==> src/rtl/asc_pkg.sv <==
// Constants, register map and state type for the A/D sequence controller.
// Assumes one bus clock and an AHB-Lite slave port with 32-bit data.
package asc_pkg;

  localparam logic [7:0] OFS_CTL2     = 8'h00;
  localparam logic [7:0] OFS_CTL3     = 8'h04;
  localparam logic [7:0] OFS_CTL4     = 8'h08;
  localparam logic [7:0] OFS_SEQ_CTL  = 8'h0C;
  localparam logic [7:0] OFS_SEQ_STAT = 8'h10;
  localparam logic [7:0] OFS_TEST     = 8'h14;
  localparam logic [7:0] OFS_CMP      = 8'h18;
  localparam logic [7:0] OFS_RES0     = 8'h20;
  localparam logic [7:0] OFS_RES7     = 8'h3C;

  // Control register two fields.
  localparam int CTL2_FFC   = 6;
  localparam int CTL2_TLVL  = 4;
  localparam int CTL2_TEN   = 2;
  // Control register three fields.
  localparam int CTL3_LEN_HI = 6;
  localparam int CTL3_LEN_LO = 3;
  localparam int CTL3_WRAP   = 2;
  // Control register four field.
  localparam int CTL4_LOWRES = 7;
  // Sequence control fields.
  localparam int SC_JUST  = 7;
  localparam int SC_SIGN  = 6;
  localparam int SC_CONT  = 5;
  localparam int SC_MCH   = 4;
  localparam int SC_CH_HI = 2;
  // Sequence status fields.
  localparam int ST_DONE   = 7;
  localparam int ST_TOVR   = 5;
  localparam int ST_ROVR   = 4;
  localparam int ST_CNT_HI = 2;

  localparam logic [7:0]  CTL2_RST     = 8'h00;
  localparam logic [7:0]  CTL3_RST     = 8'h20;
  localparam logic [7:0]  CTL4_RST     = 8'h05;
  localparam logic [7:0]  SEQ_CTL_RST  = 8'h00;
  localparam logic [7:0]  TEST_RST     = 8'h00;
  localparam logic [3:0]  FULL_LEN     = 4'h8;
  localparam logic [9:0]  MSB10        = 10'h200;
  localparam logic [7:0]  MSB8         = 8'h80;

  typedef enum logic [1:0] {
    ASC_IDLE  = 2'b00,
    ASC_ISSUE = 2'b01,
    ASC_WAIT  = 2'b10
  } asc_state_t;

endpackage : asc_pkg

==> src/rtl/asc_seq_ctrl.sv <==
// Sequence controller and status logic of an 8-channel A/D converter.
// Assumes the analog machine converts on CONV_START and answers CONV_DONE.
//
// Overview of operation
// - A sequence control write aborts and restarts with new settings.
// - justify_right 1 right-justifies results, 0 left-justifies.
// - signed_format gives two's complement, only when left-justified.
// - 8-bit left results occupy bits 15..8, right results bits 7..0.
// - 10-bit left results occupy bits 15..6, right results bits 9..0.
// - Signed code is the unsigned code with its top bit inverted.
// - continuous_sequence repeats sequences; clear runs just one.
// - Without multi_channel every conversion samples the selected channel.
// - With multi_channel the channel starts at the code and increments.
// - Three-bit channel code covers inputs zero to seven and wraps.
// - sequence_done_flag sets at every sequence end, continuous mode too.
// - Done flag clears: write one, sequence control write, fast-clear result read.
// - In edge-trigger mode a trigger edge while a sequence runs sets trigger_overrun_flag.
// - Trigger overrun clears on write one or any control register write.
// - Writing a result whose complete flag is set sets result overrun.
// - Result overrun clears on write one, a sequence control write or a trigger start.
// - Counter points at the next result register; status writes keep it.
// - Non-wrapping mode zeroes the counter at sequence start and end.
// - Control writes that abort or start always zero the counter.
// - Test register reads back its value; writes only in special modes.
// - Wrap mode fills successive slots; else slot follows position.
// - low_resolution_select picks 8-bit results when 1, 10-bit when 0.
`timescale 1ns/10ps

module asc_seq_ctrl (
  input  wire logic        CLK,
  input  wire logic        RESET_N,
  input  wire logic        HSEL,
  input  wire logic [31:0] HADDR,
  input  wire logic [1:0]  HTRANS,
  input  wire logic        HWRITE,
  input  wire logic [2:0]  HSIZE,
  input  wire logic [31:0] HWDATA,
  input  wire logic        HREADY,
  output logic      [31:0] HRDATA,
  output logic             HREADYOUT,
  output logic             HRESP,
  input  wire logic        EXT_TRIG,
  input  wire logic        SPECIAL_MODE,
  input  wire logic        CONV_DONE,
  input  wire logic [9:0]  CONV_CODE,
  output logic             CONV_START,
  output logic             CONV_ABORT,
  output logic      [2:0]  CONV_CHANNEL,
  output logic             CONV_LOW_RES,
  output logic             SEQ_ACTIVE
);

  asc_pkg::asc_state_t state_r;
  logic [7:0]  ctl2_r, ctl3_r, ctl4_r, seqc_r, test_r;
  logic        done_r, tovr_r, rovr_r, armed_r, trig_d_r;
  logic [2:0]  cnt_r, pos_r;
  logic [7:0]  cmp_r;
  logic [15:0] res_r [8];
  logic        dph_r, dwr_r;
  logic [7:0]  dad_r;

  // Sequence length of zero or above eight means eight conversions.
  function automatic logic [3:0] seq_len(input logic [3:0] f);
    seq_len = (f == 4'h0 || f > asc_pkg::FULL_LEN) ? asc_pkg::FULL_LEN : f;
  endfunction : seq_len

  function automatic logic [15:0] fmt(input logic [9:0] c, input logic lr,
                                      input logic rj, input logic sg);
    fmt = 16'h0000;
    if (rj && lr)
      fmt = {8'h00, c[7:0]};
    else if (rj)
      fmt = {6'h00, c};
    else if (lr)
      fmt = {c[7:0] ^ (sg ? asc_pkg::MSB8 : 8'h00), 8'h00};
    else
      fmt = {c ^ (sg ? asc_pkg::MSB10 : 10'h000), 6'h00};
  endfunction : fmt

  // One wait state on every transfer lets the read data come from a flop
  // and see the effect of a write that finished just before it.
  logic addr_ok, dwrite;
  assign addr_ok = HSEL && HTRANS[1] && HREADY;
  assign dwrite  = dph_r && dwr_r;

  always_ff @(posedge CLK or negedge RESET_N) begin
    if (!RESET_N) begin
      dph_r     <= 1'b0;
      dwr_r     <= 1'b0;
      dad_r     <= 8'h00;
      HREADYOUT <= 1'b1;
      HRESP     <= 1'b0;
    end else begin
      dph_r     <= addr_ok;
      HREADYOUT <= !addr_ok;
      HRESP     <= 1'b0;
      if (addr_ok) begin
        dwr_r <= HWRITE;
        dad_r <= HADDR[7:0];
      end
    end
  end

  logic wr_c2, wr_c3, wr_c4, wr_sc, wr_st, wr_ts, rd_res, rd_cmp;
  logic [2:0] rd_idx;
  always_comb begin
    wr_c2  = 1'b0;
    wr_c3  = 1'b0;
    wr_c4  = 1'b0;
    wr_sc  = 1'b0;
    wr_st  = 1'b0;
    wr_ts  = 1'b0;
    rd_res = 1'b0;
    rd_cmp = 1'b0;
    rd_idx = dad_r[4:2];
    if (dwrite && dad_r == asc_pkg::OFS_CTL2)
      wr_c2 = 1'b1;
    else if (dwrite && dad_r == asc_pkg::OFS_CTL3)
      wr_c3 = 1'b1;
    else if (dwrite && dad_r == asc_pkg::OFS_CTL4)
      wr_c4 = 1'b1;
    else if (dwrite && dad_r == asc_pkg::OFS_SEQ_CTL)
      wr_sc = 1'b1;
    else if (dwrite && dad_r == asc_pkg::OFS_SEQ_STAT)
      wr_st = 1'b1;
    else if (dwrite && dad_r == asc_pkg::OFS_TEST)
      wr_ts = SPECIAL_MODE;
    else if (dph_r && !dwr_r && dad_r == asc_pkg::OFS_CMP)
      rd_cmp = 1'b1;
    else if (dph_r && !dwr_r && dad_r >= asc_pkg::OFS_RES0 &&
             dad_r <= asc_pkg::OFS_RES7 && dad_r[1:0] == 2'h0)
      rd_res = 1'b1;
  end

  // Sequence events.
  logic abort_cfg, trig_edge, trig_evt, start_hw, conv_ok, last, tovr_set;
  logic [7:0] new_sc;
  assign new_sc    = HWDATA[7:0];
  assign abort_cfg = wr_c2 || wr_c3 || wr_c4;
  assign trig_edge = EXT_TRIG && !trig_d_r;
  assign trig_evt  = ctl2_r[asc_pkg::CTL2_TEN] &&
                     (ctl2_r[asc_pkg::CTL2_TLVL] ? EXT_TRIG : trig_edge);
  assign start_hw  = trig_evt && state_r == asc_pkg::ASC_IDLE &&
                     !wr_sc && !abort_cfg;
  assign tovr_set  = ctl2_r[asc_pkg::CTL2_TEN] &&
                     !ctl2_r[asc_pkg::CTL2_TLVL] && trig_edge &&
                     state_r != asc_pkg::ASC_IDLE;
  assign conv_ok   = CONV_DONE && state_r == asc_pkg::ASC_WAIT &&
                     !wr_sc && !abort_cfg;
  assign last      = {1'b0, pos_r} ==
                     seq_len(ctl3_r[asc_pkg::CTL3_LEN_HI:asc_pkg::CTL3_LEN_LO])
                     - 4'h1;

  logic cont, wrap;
  assign cont = seqc_r[asc_pkg::SC_CONT];
  assign wrap = ctl3_r[asc_pkg::CTL3_WRAP];

  always_ff @(posedge CLK or negedge RESET_N) begin
    if (!RESET_N) begin
      ctl2_r <= asc_pkg::CTL2_RST;
      ctl3_r <= asc_pkg::CTL3_RST;
      ctl4_r <= asc_pkg::CTL4_RST;
      seqc_r <= asc_pkg::SEQ_CTL_RST;
      test_r <= asc_pkg::TEST_RST;
    end else begin
      if (wr_c2)
        ctl2_r <= HWDATA[7:0];
      if (wr_c3)
        ctl3_r <= HWDATA[7:0];
      if (wr_c4)
        ctl4_r <= HWDATA[7:0];
      if (wr_sc)
        seqc_r <= new_sc;
      if (wr_ts)
        test_r <= HWDATA[7:0];
    end
  end

  always_ff @(posedge CLK or negedge RESET_N) begin
    if (!RESET_N)
      trig_d_r <= 1'b0;
    else
      trig_d_r <= EXT_TRIG;
  end

  // Sequence state, position and channel.
  always_ff @(posedge CLK or negedge RESET_N) begin
    if (!RESET_N) begin
      state_r      <= asc_pkg::ASC_IDLE;
      pos_r        <= 3'h0;
      CONV_CHANNEL <= 3'h0;
      CONV_START   <= 1'b0;
      CONV_ABORT   <= 1'b0;
      CONV_LOW_RES <= 1'b0;
      SEQ_ACTIVE   <= 1'b0;
    end else begin
      CONV_START   <= 1'b0;
      CONV_ABORT   <= (wr_sc || abort_cfg) &&
                      state_r != asc_pkg::ASC_IDLE;
      CONV_LOW_RES <= ctl4_r[asc_pkg::CTL4_LOWRES];
      if (wr_sc) begin
        state_r      <= asc_pkg::ASC_ISSUE;
        pos_r        <= 3'h0;
        CONV_CHANNEL <= new_sc[asc_pkg::SC_CH_HI:0];
        SEQ_ACTIVE   <= 1'b1;
      end else if (abort_cfg) begin
        state_r    <= asc_pkg::ASC_IDLE;
        SEQ_ACTIVE <= 1'b0;
      end else if (start_hw) begin
        state_r      <= asc_pkg::ASC_ISSUE;
        pos_r        <= 3'h0;
        CONV_CHANNEL <= seqc_r[asc_pkg::SC_CH_HI:0];
        SEQ_ACTIVE   <= 1'b1;
      end else begin
        case (state_r)
          asc_pkg::ASC_ISSUE: begin
            CONV_START <= 1'b1;
            state_r    <= asc_pkg::ASC_WAIT;
          end
          asc_pkg::ASC_WAIT: begin
            if (conv_ok && last) begin
              pos_r        <= 3'h0;
              CONV_CHANNEL <= seqc_r[asc_pkg::SC_CH_HI:0];
              if (cont) begin
                state_r <= asc_pkg::ASC_ISSUE;
              end else begin
                state_r    <= asc_pkg::ASC_IDLE;
                SEQ_ACTIVE <= 1'b0;
              end
            end else if (conv_ok) begin
              pos_r   <= pos_r + 3'h1;
              state_r <= asc_pkg::ASC_ISSUE;
              if (seqc_r[asc_pkg::SC_MCH])
                CONV_CHANNEL <= CONV_CHANNEL + 3'h1;
              // Single-channel sequences keep the selected input.
            end
          end
          default: state_r <= asc_pkg::ASC_IDLE;
        endcase
      end
    end
  end

  // Result index; in non-wrapping mode it tracks the sequence position.
  always_ff @(posedge CLK or negedge RESET_N) begin
    if (!RESET_N)
      cnt_r <= 3'h0;
    else if (wr_sc || abort_cfg)
      cnt_r <= 3'h0;
    else if (start_hw && !wrap)
      cnt_r <= 3'h0;
    else if (conv_ok && last && !wrap)
      cnt_r <= 3'h0;
    else if (conv_ok)
      cnt_r <= cnt_r + 3'h1;
  end

  always_ff @(posedge CLK) begin
    if (conv_ok)
      res_r[cnt_r] <= fmt(CONV_CODE, ctl4_r[asc_pkg::CTL4_LOWRES],
                          seqc_r[asc_pkg::SC_JUST],
                          seqc_r[asc_pkg::SC_SIGN]);
  end

  // Complete flags; the set wins over a read clear in the same cycle.
  logic [7:0] cmp_clr, cmp_set;
  logic       ffc;
  assign ffc     = ctl2_r[asc_pkg::CTL2_FFC];
  assign cmp_clr = (rd_res && (ffc || armed_r)) ? (8'h01 << rd_idx) : 8'h00;
  assign cmp_set = conv_ok ? (8'h01 << cnt_r) : 8'h00;

  always_ff @(posedge CLK or negedge RESET_N) begin
    if (!RESET_N) begin
      cmp_r   <= 8'h00;
      armed_r <= 1'b0;
    end else begin
      if (wr_sc)
        cmp_r <= 8'h00;
      else
        cmp_r <= (cmp_r & ~cmp_clr) | cmp_set;
      if (rd_cmp)
        armed_r <= 1'b1;
      else if (rd_res)
        armed_r <= 1'b0;
    end
  end

  // Status flags.  Hardware sets beat same-cycle clears, except that control register writes block all three flag sets.
  always_ff @(posedge CLK or negedge RESET_N) begin
    if (!RESET_N) begin
      done_r <= 1'b0;
      tovr_r <= 1'b0;
      rovr_r <= 1'b0;
    end else begin
      if (conv_ok && last)
        done_r <= 1'b1;
      else if (wr_sc || (rd_res && ffc) ||
               (wr_st && HWDATA[asc_pkg::ST_DONE]))
        done_r <= 1'b0;
      if (tovr_set && !wr_sc && !abort_cfg)
        tovr_r <= 1'b1;
      else if (wr_sc || abort_cfg ||
               (wr_st && HWDATA[asc_pkg::ST_TOVR]))
        tovr_r <= 1'b0;
      if (conv_ok && cmp_r[cnt_r])
        rovr_r <= 1'b1;
      else if (wr_sc || start_hw ||
               (wr_st && HWDATA[asc_pkg::ST_ROVR]))
        rovr_r <= 1'b0;
    end
  end

  // Read data is sampled at the end of the wait state.
  always_ff @(posedge CLK or negedge RESET_N) begin
    if (!RESET_N) begin
      HRDATA <= 32'h0000_0000;
    end else if (dph_r && !dwr_r) begin
      if (dad_r == asc_pkg::OFS_CTL2)
        HRDATA <= {24'h000000, ctl2_r};
      else if (dad_r == asc_pkg::OFS_CTL3)
        HRDATA <= {24'h000000, ctl3_r};
      else if (dad_r == asc_pkg::OFS_CTL4)
        HRDATA <= {24'h000000, ctl4_r};
      else if (dad_r == asc_pkg::OFS_SEQ_CTL)
        HRDATA <= {24'h000000, seqc_r};
      else if (dad_r == asc_pkg::OFS_SEQ_STAT)
        HRDATA <= {24'h000000, done_r, 1'b0, tovr_r, rovr_r, 1'b0,
                   cnt_r};
      else if (dad_r == asc_pkg::OFS_TEST)
        HRDATA <= {24'h000000, test_r};
      else if (dad_r == asc_pkg::OFS_CMP)
        HRDATA <= {24'h000000, cmp_r};
      else if (rd_res)
        HRDATA <= {16'h0000, res_r[rd_idx]};
      else
        HRDATA <= 32'h0000_0000;
    end
  end
endmodule : asc_seq_ctrl

==> config.mk <==
export PLATFORM = sky130hd
export DESIGN_NAME = asc_seq_ctrl
export DESIGN_NICKNAME = d
export VERILOG_FILES = /design/src/rtl/asc_pkg.sv /design/src/rtl/asc_seq_ctrl.sv
export SDC_FILE = /design/constraint.sdc
export NUM_CORES = 1
export LEC_CHECK = 0
export BUFFER_PORTS_ARGS = -buffer_cell sky130_fd_sc_hd__buf_2
export CORE_MARGIN = 2
export CORE_UTILIZATION = 53
export DETAILED_ROUTE_END_ITERATION = 10
export MAX_ROUTING_LAYER = met4
export PLACE_DENSITY_LB_ADDON = 0.25
export SYNTH_ARGS = -nofsm -noshare
export SYNTH_HDL_FRONTEND = slang
export SYNTH_SLANG_ARGS = --single-unit
==> constraint.sdc <==
create_clock -name CLK -period 4.1 [get_ports CLK]
set_clock_uncertainty 0.1 [all_clocks]
set_input_delay 0.41 -clock CLK [delete_from_list [all_inputs] [get_ports CLK]]
set_output_delay 0.41 -clock CLK [all_outputs]
set_load 0.03 [all_outputs]
==> metrics.md <==
| Metric | Value |
|---|---|
| Status | `finished, final reports clean` |
| FFs w/ async S/R, synth | `between 40% and 50%` |
| Chip Width | `roughly 140 µm` |
| Commonest non-fill, non-tap cells in the layout | `edfxtp_1, dfrtp_1, nand2_1, buf_2, nor2_1` |
| Fmax achieved | `about 0.34 GHz` |
| Worst EP required | `4.23 ns` |
| Clk buf depth | `3` |
| Die Footprint | `roughly 20,000 µm²` |
| Period minus WS final | `a little under 3 ns` |
| Vias per std cell | `approximately 6.0` |
| Final WS setup | `1.15 ns` |
| Critical-path top delay cell | `nor3_2` |
| Final setup violating endpoints | `0` |
| Nets | `between 800 and 900` |
| Layout filler cell count | `around 1,400` |
| Post-DP HPWL | `14,500 µm` |
| Count of input and output buffers | `58` |
| Latest clock arrival within the worst-skew pair | `~0.53 ns` |
| Critical R2R Launch | `dwr_r$_DFFE_PN0P_` |
| CTS tree | `built` |
| DRC errors left | `0` |
| CTS buffer count | `24` |
| Pre-CTS WS | `between 1 and 1.5 ns` |
| Layout cells sized above 1 | `25.9%` |
| Sequential cell area | `roughly 6200 µm²` |
| Critical R2R Capture | `res_r[2][4]$_DFFE_PP_` |
| H-tree levels | `1` |
| RSZ-0062 raised after global routing | `false` |
| Crit-path cells | `and4bb_1, nand2_1, nand2_1, nor3_2, buf_4` |
| Gate Count Post-Synth | `a little over 700` |
| Flop-to-flop setup slack | `1.15 ns` |
| WHS Path Cells | `2` |
| Power per cell area | `around 550 nW/µm²` |
| Crit. End Element | `register` |
| Sequential share of the synthesized area | `between 60% and 70%` |
| Worst path top cell family by delay | `simple AND/OR/NAND/NOR gates` |
| Post-synthesis area per instance | `between 10 and 15 µm²` |
| Period utilization | `a little under three quarters` |
| Area grow syn2layout | `13.9%` |
| Final GP Congestion | `roughly 0.9` |
| CP Max Fanout | `14` |
| Ys Warns | `0` |
| DR vias | `between 6,000 and 7,000` |
| CP startpoint kind | `register` |
| Worst Setup Path Type | `reg2reg` |
| EDFF count, synth | `between 100 and 150` |
| Synthesized area | `approximately 10000 µm²` |
| VDD IR-drop max | `443 µV` |
| Root buf cell | `clkbuf_16` |
| Core area | `18,600 µm²` |
| WP data arrival | `3.07 ns` |
| Row cnt | `50` |
| #FFs+latches synth | `about 220` |
| Worst-Margin Slew | `slightly below 1 ns` |
| Max-cap viol count | `0` |
| Core Util, Final | `between 60% and 70%` |
| Worst path buffer plus inverter count | `1` |
| Slew HR | `about 35%` |
| Die H | `between 100 and 150 µm` |
| Pwr Total | `6.26 mW` |
| Static Leakage | `between 4 and 5 nW` |
| Endpoints failing hold | `0` |
| Setup tns final | `0 ns` |
| Starting Density | `a little over half` |
| Min-delay src | `HADDR[7]` |
| Most common cell after layout, fill and taps aside | `edfxtp_1` |
| Crit path top cell by count | `nand2_1` |
| GRT overflow | `0` |
| Worst hold path class | `in2reg` |
| Main flop type after synthesis | `edfxtp_1` |
| Drt first-iter violations | `581` |
| Final Max Slew Viols | `0` |
| Hold EP | `dad_r[7]$_DFFE_PN0P_` |
| I/O pins | `between 100 and 150` |
| Synth unique cells | `64` |
| Routed Wire Length | `around 23,000 µm` |
| Routed Antenna Nets | `0` |
| Initial antenna violation count | `0` |
| GRT Total Usage | `between 20% and 30%` |
| Worst-path clk slew | `about 0.060 ns` |
| Largest stage delay, worst path | `0.70 ns` |
| WL per Instance | `22.1 µm` |
| Area of the multi-input gates | `about 3500 µm²` |
| Pin count of the biggest net entering global routing | `76` |
| First-pass GRT wire length | `35,400 µm` |
| Clk sinks | `223` |
| Vias in the first global route | `6,242` |
| Ant. Diodes | `0` |
| Hold_ws | `between 0.02 and 0.025 ns` |
| DR pass1 iterations | `5` |
| R2R cell count | `5` |
[worst max-delay path by stage]
stage,cells after the start,to,startpoint
floorplan,4,res_r[0][0]$_DFFE_PP_,dwr_r$_DFFE_PN0P_
global placement,5,res_r[2][0]$_DFFE_PP_,dwr_r$_DFFE_PN0P_
detailed placement,5,res_r[2][3]$_DFFE_PP_,dwr_r$_DFFE_PN0P_
CTS,5,res_r[2][2]$_DFFE_PP_,dwr_r$_DFFE_PN0P_
global route,5,res_r[2][4]$_DFFE_PP_,dwr_r$_DFFE_PN0P_
finish,5,res_r[2][4]$_DFFE_PP_,dwr_r$_DFFE_PN0P_
[report_power, final]
group	internal [mW]	total, mW	switching (mW)
registers	2.57	2.80	0.226
clock network	1.44	2.33	0.891
logic	0.479	1.14	0.656
total	4.49	6.26	1.77
[cell families after synthesis]
logic type               count (synthesis)  share of synthesized area, %
flip-flops                             223                          62.4
XOR/XNOR                                 7                         0.614
AO/OA/AOI/OAI                          123                          8.06
buffers and inverters                   68                          3.50
multiplexers                           108                          15.7
AND/OR/NAND/NOR                        169                          8.54
adder cells (fa/ha/maj)                  9                          1.13
other                                    1                        0.0376
[cell type report]
cell class | instances | share of cell area, %
clock buffers | 30 | 5.66
clock inverters | 14 | 1.95
inverters | 13 | 0.429
multi-input cells | 433 | 30.7
flip-flops and latches | 223 | 54.8
well taps | 234 | 2.58
repair buffers | 77 | 3.87
[Yosys cell counts (12+ instances only)]
cell type,number,area (µm²)
inv_1,13,48.8
clkbuf_1,14,52.6
edfxtp_1,128,3840
nand2_1,61,229
nor2_1,41,154
mux4_2,35,788
buf_4,19,143
dfrtp_1,91,2280
mux2_2,35,394
o21ai_0,36,180
nand3_1,12,60.1
buf_2,18,90.1
a21oi_1,28,140
mux2i_1,31,310
[through the flow]
stage	instance area, µm²	std cells
5_1_grt	11400	1024
6_report	11400	1024
3_5_place_dp	10500	978
2_1_floorplan	10000	724
3_3_place_gp	10500	978
4_1_cts	11400	1024
[what timing repair did]
action | 4_1_cts | 5_1_grt
setup buffers | 0 | 0
hold buffers | 2 | 0
gates resized for setup | 0 | 0
endpoints found under the hold margin | 48 | 0
[registers in the layout (all words and copies together), names as in the netlist, 2 cells and up]
signal and flops:
ctl3_r 8, res_r 128, HRDATA 16, CONV_CHANNEL 3, dad_r 8, seqc_r 8
cnt_r 3, pos_r 3, cmp_r 8, test_r 8, ctl2_r 8, ctl4_r 8
state_r 2
[per-layer routing]
metal | track usage [%] | share of wire [%] | vias up
met1 | 31.7 | 42 | 3134
met4 | 7.11 | 2.8 | 0
met2 | 38.9 | 50 | 223
met3 | 3.43 | 5.2 | 57
met5 | - | 0 | -
li1 | - | - | 2765
Note: power is estimated with default switching activity, not from simulation.
